--- config.mk ---
export PLATFORM = sky130hd
export DESIGN_NAME = sdp_drive_port
export DESIGN_NICKNAME = d
export VERILOG_FILES = /design/src/verilog/sdp_pkg.sv /design/src/verilog/sdp_axis_if.sv /design/src/verilog/sdp_drive_port.sv /design/src/verilog/sdp_axis_gen.sv
export SDC_FILE = /design/constraint.sdc
export NUM_CORES = 1
export LEC_CHECK = 0
export BUFFER_PORTS_ARGS = -buffer_cell sky130_fd_sc_hd__buf_2
export CORE_ASPECT_RATIO = 0.7
export CORE_MARGIN = 2
export CORE_UTILIZATION = 28
export DETAILED_ROUTE_END_ITERATION = 8
export SETUP_SLACK_MARGIN = 0.4
export SYNTH_ARGS = -nofsm -noshare
export SYNTH_HDL_FRONTEND = slang
export SYNTH_HIERARCHICAL = 1
export SYNTH_SLANG_ARGS = --single-unit
--- constraint.sdc ---
create_clock -name clk_i -period 4.4 [get_ports clk_i]
set_input_delay 0.88 -clock clk_i [delete_from_list [all_inputs] [get_ports clk_i]]
set_output_delay 0.88 -clock clk_i [all_outputs]
set_load 0.02 [all_outputs]
--- src/verilog/sdp_pkg.sv ---
// package: constants, register map and state types of the step and direction drive port
package sdp_pkg;

    // ============================================================
    // timing
    localparam int unsigned   CLK_MHZ        = 250;
    localparam int unsigned   PULSE_NS       = 2000;
    localparam int unsigned   MAX_RATE_KHZ   = 500;
    localparam int unsigned   DIR_GAP_NS     = 200;
    localparam int unsigned   PULSE_CYC_I    = (PULSE_NS * CLK_MHZ + 999) / 1000;
    localparam int unsigned   MIN_PER_CYC_I  = (CLK_MHZ * 1000 + MAX_RATE_KHZ - 1) / MAX_RATE_KHZ;
    localparam int unsigned   GAP_CYC_I      = (DIR_GAP_NS * CLK_MHZ + 999) / 1000;
    localparam int unsigned   FLOOR_CYC_I    = (MIN_PER_CYC_I > PULSE_CYC_I + GAP_CYC_I) ?
                                               MIN_PER_CYC_I : PULSE_CYC_I + GAP_CYC_I;
    localparam logic [15:0]   PULSE_CYC      = PULSE_CYC_I[15:0];
    localparam logic [15:0]   GAP_CYC        = GAP_CYC_I[15:0];
    localparam logic [15:0]   PERIOD_FLOOR   = FLOOR_CYC_I[15:0];

    // ============================================================
    // register map (byte addresses)
    localparam logic [7:0]    ADDR_CFG       = 8'h00;
    localparam logic [7:0]    ADDR_STATUS    = 8'h04;
    localparam logic [7:0]    ADDR_X_CMD     = 8'h08;
    localparam logic [7:0]    ADDR_Z_CMD     = 8'h0c;
    localparam logic [7:0]    ADDR_X_PERIOD  = 8'h10;
    localparam logic [7:0]    ADDR_Z_PERIOD  = 8'h14;

    // ============================================================
    // fields
    localparam int unsigned   POL_X_BIT      = 4;
    localparam int unsigned   POL_Z_BIT      = 3;
    localparam int unsigned   POL_Y_BIT      = 2;
    localparam int unsigned   CMD_DIR_BIT    = 16;
    localparam logic [2:0]    POL_RST        = 3'h0;
    localparam logic [15:0]   PERIOD_RST     = 16'h0000;

    // ============================================================
    // types
    typedef enum logic [3:0] {
        S_IDLE  = 4'b0001,
        S_SETUP = 4'b0010,
        S_HIGH  = 4'b0100,
        S_LOW   = 4'b1000
    } sdp_axis_st_t;

    typedef struct packed {
        sdp_axis_st_t st;
        logic         dir;
        logic [15:0]  remain;
        logic [15:0]  period;
        logic [15:0]  cnt;
    } sdp_axis_state_t;

    typedef struct packed {
        logic [31:0]  prdata;
        logic [2:0]   pol;
        logic [15:0]  x_period;
        logic [15:0]  z_period;
        logic         en;
    } sdp_top_state_t;

endpackage

--- src/verilog/sdp_axis_if.sv ---
// interface: command and status between the port top and one axis generator
`timescale 1ns/1ps
interface sdp_axis_if;
    logic        start;
    logic        dir;
    logic [15:0] count;
    logic [15:0] period;
    logic        halt;
    logic        busy;
    logic        dir_cur;
    logic [15:0] remain;

    modport ctl  (output start, dir, count, period, halt, input busy, dir_cur, remain);
    modport axis (input start, dir, count, period, halt, output busy, dir_cur, remain);
endinterface

--- src/verilog/sdp_drive_port.sv ---
// module: two-axis step and direction drive port with apb registers
//
// Contract
// - steps at most 500 kHz, 2 us wide
// - per-axis fault polarity bit, low or high
// - enable active while operating normally
// - fault or emergency stop drops enables
// - step and direction pairs always complementary
// - faults come in, step dir enable out
//
// The register offsets and the APB register port were chosen for this implementation.
`timescale 1ns/1ps
module sdp_drive_port
    import sdp_pkg::*;
(
    input  wire logic        clk_i,
    input  wire logic        rst_b_i,
    // apb slave
    input  wire logic [7:0]  paddr_i,
    input  wire logic        psel_i,
    input  wire logic        penable_i,
    input  wire logic        pwrite_i,
    input  wire logic [31:0] pwdata_i,
    output logic [31:0]      prdata_o,
    output logic             pready_o,
    output logic             pslverr_o,
    // drive side inputs
    input  wire logic        x_drive_fault_in_i,
    input  wire logic        z_drive_fault_in_i,
    input  wire logic        y_drive_fault_in_i,
    input  wire logic        estop_i,
    // drive side outputs
    output logic             x_step_pos_o,
    output logic             x_step_neg_o,
    output logic             x_dir_pos_o,
    output logic             x_dir_neg_o,
    output logic             z_step_pos_o,
    output logic             z_step_neg_o,
    output logic             z_dir_pos_o,
    output logic             z_dir_neg_o,
    output logic             x_axis_en_o,
    output logic             z_axis_en_o
);

    sdp_top_state_t s_r;
    sdp_top_state_t s_nxt;

    sdp_axis_if     x_if ();
    sdp_axis_if     z_if ();

    logic [2:0]     fault_raw;
    logic [2:0]     fault_act;
    logic           halt;
    logic           setup_ph;
    logic           access_ph;
    logic           wr_acc;
    logic           mapped;
    logic [31:0]    rd_val;

    // ============================================================
    // fault qualification
    assign fault_raw = {x_drive_fault_in_i, z_drive_fault_in_i, y_drive_fault_in_i};
    // polarity bit 1 means the fault input is active high
    assign fault_act = ~(fault_raw ^ {s_r.pol[POL_X_BIT - POL_Y_BIT],
                                      s_r.pol[POL_Z_BIT - POL_Y_BIT],
                                      s_r.pol[0]});
    assign halt      = ~s_r.en;

    // ============================================================
    // apb decode
    assign setup_ph  = psel_i && !penable_i;
    assign access_ph = psel_i && penable_i;
    assign wr_acc    = access_ph && pwrite_i;

    always_comb begin
        mapped = 1'b1;
        rd_val = 32'h0000_0000;
        unique case (paddr_i)
            ADDR_CFG:      rd_val[POL_X_BIT:POL_Y_BIT] = s_r.pol;
            ADDR_STATUS:   rd_val = {22'h00_0000, x_if.busy, z_if.busy, x_axis_en_o, z_axis_en_o,
                                     estop_i, fault_act, 2'h0};
            ADDR_X_CMD:    rd_val = {15'h0000, x_if.dir_cur, x_if.remain};
            ADDR_Z_CMD:    rd_val = {15'h0000, z_if.dir_cur, z_if.remain};
            ADDR_X_PERIOD: rd_val[15:0] = s_r.x_period;
            ADDR_Z_PERIOD: rd_val[15:0] = s_r.z_period;
            default:       mapped = 1'b0;
        endcase
    end

    // ============================================================
    // register file and enable
    always_comb begin
        s_nxt = s_r;
        if (setup_ph) begin
            s_nxt.prdata = rd_val;
        end
        if (wr_acc) begin
            if (paddr_i == ADDR_CFG) begin
                s_nxt.pol = pwdata_i[POL_X_BIT:POL_Y_BIT];
            end
            if (paddr_i == ADDR_X_PERIOD) begin
                s_nxt.x_period = pwdata_i[15:0];
            end
            if (paddr_i == ADDR_Z_PERIOD) begin
                s_nxt.z_period = pwdata_i[15:0];
            end
        end
        // enable held active unless any fault or emergency stop
        s_nxt.en = !(|fault_act) && !estop_i;
    end

    always_ff @(posedge clk_i) begin
        if (!rst_b_i) begin
            s_r <= '{prdata: 32'h0000_0000, pol: POL_RST, x_period: PERIOD_RST, z_period: PERIOD_RST,
                     en: 1'b0};
        end else begin
            s_r <= s_nxt;
        end
    end

    assign prdata_o  = s_r.prdata;
    assign pready_o  = 1'b1;
    assign pslverr_o = access_ph && !mapped;

    // ============================================================
    // axis commands
    assign x_if.start  = wr_acc && (paddr_i == ADDR_X_CMD);
    assign x_if.dir    = pwdata_i[CMD_DIR_BIT];
    assign x_if.count  = pwdata_i[15:0];
    assign x_if.period = s_r.x_period;
    assign x_if.halt   = halt;

    assign z_if.start  = wr_acc && (paddr_i == ADDR_Z_CMD);
    assign z_if.dir    = pwdata_i[CMD_DIR_BIT];
    assign z_if.count  = pwdata_i[15:0];
    assign z_if.period = s_r.z_period;
    assign z_if.halt   = halt;

    sdp_axis_gen u_x_axis (
        .clk_i      (clk_i),
        .rst_b_i    (rst_b_i),
        .cmd        (x_if.axis),
        .step_pos_o (x_step_pos_o),
        .step_neg_o (x_step_neg_o),
        .dir_pos_o  (x_dir_pos_o),
        .dir_neg_o  (x_dir_neg_o)
    );

    sdp_axis_gen u_z_axis (
        .clk_i      (clk_i),
        .rst_b_i    (rst_b_i),
        .cmd        (z_if.axis),
        .step_pos_o (z_step_pos_o),
        .step_neg_o (z_step_neg_o),
        .dir_pos_o  (z_dir_pos_o),
        .dir_neg_o  (z_dir_neg_o)
    );

    // ============================================================
    // enable outputs, high means line sinks to ground
    assign x_axis_en_o = s_r.en;
    assign z_axis_en_o = s_r.en;

endmodule // sdp_drive_port

--- src/verilog/sdp_axis_gen.sv ---
// module: step pulse and direction generator for one axis
`timescale 1ns/1ps
module sdp_axis_gen
    import sdp_pkg::*;
(
    input  wire logic   clk_i,
    input  wire logic   rst_b_i,
    sdp_axis_if.axis    cmd,
    output logic        step_pos_o,
    output logic        step_neg_o,
    output logic        dir_pos_o,
    output logic        dir_neg_o
);

    sdp_axis_state_t s_r;
    sdp_axis_state_t s_nxt;

    // ============================================================
    // sequencer
    always_comb begin
        s_nxt = s_r;
        unique case (s_r.st)
            S_IDLE: begin
                if (cmd.start && (cmd.count != 16'h0000) && !cmd.halt) begin
                    s_nxt.dir    = cmd.dir;
                    s_nxt.remain = cmd.count;
                    s_nxt.period = (cmd.period < PERIOD_FLOOR) ? PERIOD_FLOOR : cmd.period;
                    s_nxt.cnt    = GAP_CYC - 16'h0001;
                    s_nxt.st     = S_SETUP;
                end
            end
            S_SETUP: begin
                if (cmd.halt) begin
                    s_nxt.remain = 16'h0000;
                    s_nxt.st     = S_IDLE;
                end else if (s_r.cnt == 16'h0000) begin
                    s_nxt.cnt = PULSE_CYC - 16'h0001;
                    s_nxt.st  = S_HIGH;
                end else begin
                    s_nxt.cnt = s_r.cnt - 16'h0001;
                end
            end
            S_HIGH: begin
                if (s_r.cnt == 16'h0000) begin
                    s_nxt.remain = s_r.remain - 16'h0001;
                    s_nxt.cnt    = s_r.period - PULSE_CYC - 16'h0001;
                    s_nxt.st     = S_LOW;
                end else begin
                    s_nxt.cnt = s_r.cnt - 16'h0001;
                end
            end
            S_LOW: begin
                if (s_r.cnt == 16'h0000) begin
                    if ((s_r.remain == 16'h0000) || cmd.halt) begin
                        s_nxt.remain = 16'h0000;
                        s_nxt.st     = S_IDLE;
                    end else begin
                        s_nxt.cnt = PULSE_CYC - 16'h0001;
                        s_nxt.st  = S_HIGH;
                    end
                end else begin
                    s_nxt.cnt = s_r.cnt - 16'h0001;
                end
            end
            default: begin
                s_nxt = '{st: S_IDLE, dir: 1'b0, remain: 16'h0000, period: PERIOD_FLOOR, cnt: 16'h0000};
            end
        endcase
    end

    always_ff @(posedge clk_i) begin
        if (!rst_b_i) begin
            s_r <= '{st: S_IDLE, dir: 1'b0, remain: 16'h0000, period: PERIOD_FLOOR, cnt: 16'h0000};
        end else begin
            s_r <= s_nxt;
        end
    end

    // ============================================================
    // outputs
    assign step_pos_o  = (s_r.st == S_HIGH);
    assign step_neg_o  = (s_r.st != S_HIGH);
    assign dir_pos_o   = s_r.dir;
    assign dir_neg_o   = ~s_r.dir;
    assign cmd.busy    = (s_r.st != S_IDLE);
    assign cmd.dir_cur = s_r.dir;
    assign cmd.remain  = s_r.remain;

endmodule // sdp_axis_gen

==> qor.txt <==
RSZ-0062 raised after global routing = no
Simple-Gate Fraction of Synth Area = 0.240
synth top area cells = dfxtp_1 32%, buf_4 5.3%, mux2i_1 4.6%
worst hold margin = 457 ps
total global routing overflow = 0
Critical R2R Capture = u_x_axis/cmd.remain[5]$_SDFFE_PN0P_
Total Routing Usage GR = 0.166
Synth Area in Adders = 0.0125
drt pass-1 iters = 5
top-area cell type share of the netlist area = 0.317
largest net degree at the start of global routing = 70
Clock Latency Late Sink = 450 ps
vias = 9038
initial cell density of the core = 0.287
number of buffers created by CTS = 17
# setup viols final = 0
clock-pin slew of the registers on the worst-case setup and hold paths = 70 ps
combinational family with the most area after synthesis = simple AND/OR/NAND/NOR gates
worst slew pin tran = 960 ps
Core Util, Final = 0.312
Syn Area/Cell = 8.38 um^2
GPL Wtd Cong = 0.979
FF-to-FF Start = u_x_axis/s_r[4]$_SDFFE_PN0P_
Detailed Route Iter0 Violations = 1021
Die Wd = 230 um
Sink Count = 159
setup TNS = 0 ps
minimum clock period = 3460 ps
R2R setup slack = 1430 ps
source of the critical timing path = paddr_i[5]
Final ANT Viol Nets = 0
H-Tree Depth = 4
Final Max Tran Viols = 0
PD cells = 613 nW/um^2
CTS Root Cell = clkbuf_16
Ys Warns = 6
Main synth FF type = dfxtp_1
Max Fclk = 289 MHz
Routed WL = 31600 um
Critical Path End Type = flip-flop
fraction of layout cells with a size suffix above 1 = 0.138
outcome = complete, no violations
Crit Path Max Fanout = 28
fill cell count = 3683
synth unique cells = 71
CTS Hold Bufs = 0
post-CTS setup buffers = 0
Hold Fails Final Rpt = 0
initial antenna violation count = 1
CP Data Required Time = 4740 ps
overall die area = 37400 um^2
Post-synth ARST share = 0
FF+latch count, synth = 159
most common cell after layout, fill and taps aside = dfxtp_1
Area Overhead vs Synth = 8.79%
HP Class = flip-flop to flip-flop
Leak = 4.47 nW
Clock Skews = 8.01 ps
mux share of post-synthesis cell area = 0.0616
first-pass GRT wire length = 48200 um
post-cts resize count = 0
final net count = 1233
Post-Synth XOR/XNOR Area = 0.0445
num ports = 93
Max Cap Viol = 0
WP data arrival = 3790 ps
Seq/Total Area, Yosys = 0.317
final period utilization = 0.785
Residual DRC = 0
Pwr Total = 0.00669 W
Row Count = 57
Peak VDD IR = 361 uV
Worst setup SP type = input port
PortBufs = 61
Mapped Area = 10000 um^2
CORE AREA = 35000 um^2
CTS tree = done
routed wire length per instance = 19.0 um
Post-synth EDFFs = 0
hpwl dp = 23000 um
WS Path Type = input port to flip-flop
die height = 162 um
largest area contributor in the netlist = dfxtp_1
vias per cell = 5.44
buffer depth of the longest clock path = 2
Setup crit end = u_z_axis/cmd.remain[5]$_SDFFE_PN0P_
vias in the first global route = 8092
relative slew slack = 0.358
commonest cells after routing, fill and taps aside = 159 x dfxtp_1, 104 x nand2_1, 68 x o21ai_0
Mapped Cells = 1198
post-synthesis compound-gate area fraction = 0.229
Reg2Reg Depth = 6
[metal layers]
metal	track usage	part of all wire
met3	0.0511	0.093
met5	0	0
met4	0.0413	0.017
met1	0.256	0.50
met2	0.217	0.39
[state kept, by name (all words and copies together) (netlist names)]
register / cells
x_axis_en_o: 1
u_z_axis/cmd.dir_cur: 1
u_x_axis/cmd.dir_cur: 1
u_z_axis/cmd.remain: 16
prdata_o: 17
u_x_axis/s_r: 36
x_if.period: 16
z_if.period: 16
u_z_axis/s_r: 36
u_x_axis/cmd.remain: 16
s_r: 3
[critical path: stages]
cell      delay, ps
buf_2           120
or3_1           550
nor2_2          390
and3_1          220
nand2b_1         50
a41oi_1         380
nand2b_1        170
o221a_2         550
o21ai_0         190
a32o_1          290
[per-stage QoR]
stage               cell area (um^2)  instances  setup slack [ps]
finish                         10900       1660               944
global route                   10900       1660               762
CTS                            10900       1659              1000
detailed placement             10300       1627               533
global placement               10300       1627               602
floorplan                      10100       1212              1190
[worst min-delay path by stage]
stage / slack, ps / cells after the start / endpoint / start
after detailed placement: 450 / 2 / u_z_axis/s_r[12]$_SDFFE_PN0P_ / u_z_axis/s_r[12]$_SDFFE_PN0P_
after global routing: 470 / 2 / u_x_axis/s_r[12]$_SDFFE_PN0P_ / u_x_axis/s_r[12]$_SDFFE_PN0P_
after floorplan: 430 / 2 / u_x_axis/s_r[12]$_SDFFE_PN0P_ / u_x_axis/s_r[12]$_SDFFE_PN0P_
final: 460 / 2 / u_x_axis/s_r[12]$_SDFFE_PN0P_ / u_x_axis/s_r[12]$_SDFFE_PN0P_
after CTS: 460 / 2 / u_x_axis/s_r[12]$_SDFFE_PN0P_ / u_x_axis/s_r[12]$_SDFFE_PN0P_
after global placement: 450 / 2 / u_x_axis/s_r[12]$_SDFFE_PN0P_ / u_x_axis/s_r[12]$_SDFFE_PN0P_
[power by group]
part	internal [W]	switching, W	leakage, nW	total, W
clock	0.000913	0.000701	0.307	0.00161
sequential	0.00163	0.000324	1.29	0.00196
combinational	0.00110	0.00202	2.88	0.00312
[cell type report]
| type | instances | area [um^2] | share of cell area |
|---|---|---|---|
| multi-input combinational | 884 | 5960 | 0.546 |
| tap | 472 | 591 | 0.0541 |
| inverter | 35 | 131 | 0.0120 |
| timing repair buffer | 77 | 428 | 0.0392 |
| clock inverter | 15 | 200 | 0.0183 |
| sequential | 159 | 3180 | 0.292 |
| clock buffer | 17 | 425 | 0.0390 |
| antenna | 1 | 2.50 | 0.000229 |
[Yosys cell counts (10+ instances only)]
cell / n
ha_1: 10
clkbuf_1: 38
xnor2_1: 24
a31o_2: 12
inv_1: 33
and3_1: 11
nand4_1: 10
a22oi_1: 24
nand2b_1: 14
mux2i_1: 46
nand3_1: 36
a22o_1: 31
buf_4: 71
nor2b_1: 65
a21boi_0: 20
nor2_1: 51
a21oi_1: 48
a32oi_1: 10
nor3_1: 36
o22ai_1: 18
o211a_1: 14
o21ai_0: 68
dfxtp_1: 159
xor2_1: 27
or3_1: 15
nand2_1: 104
buf_2: 20
nor4_1: 20
[cell families after synthesis]
group,Yosys count
mux,60
compound gates,322
other cells,2
simple gates,425
flops,159
buf+inv,169
fa+ha+maj,10
xor+xnor,51
(Power assumes the default switching activity.)
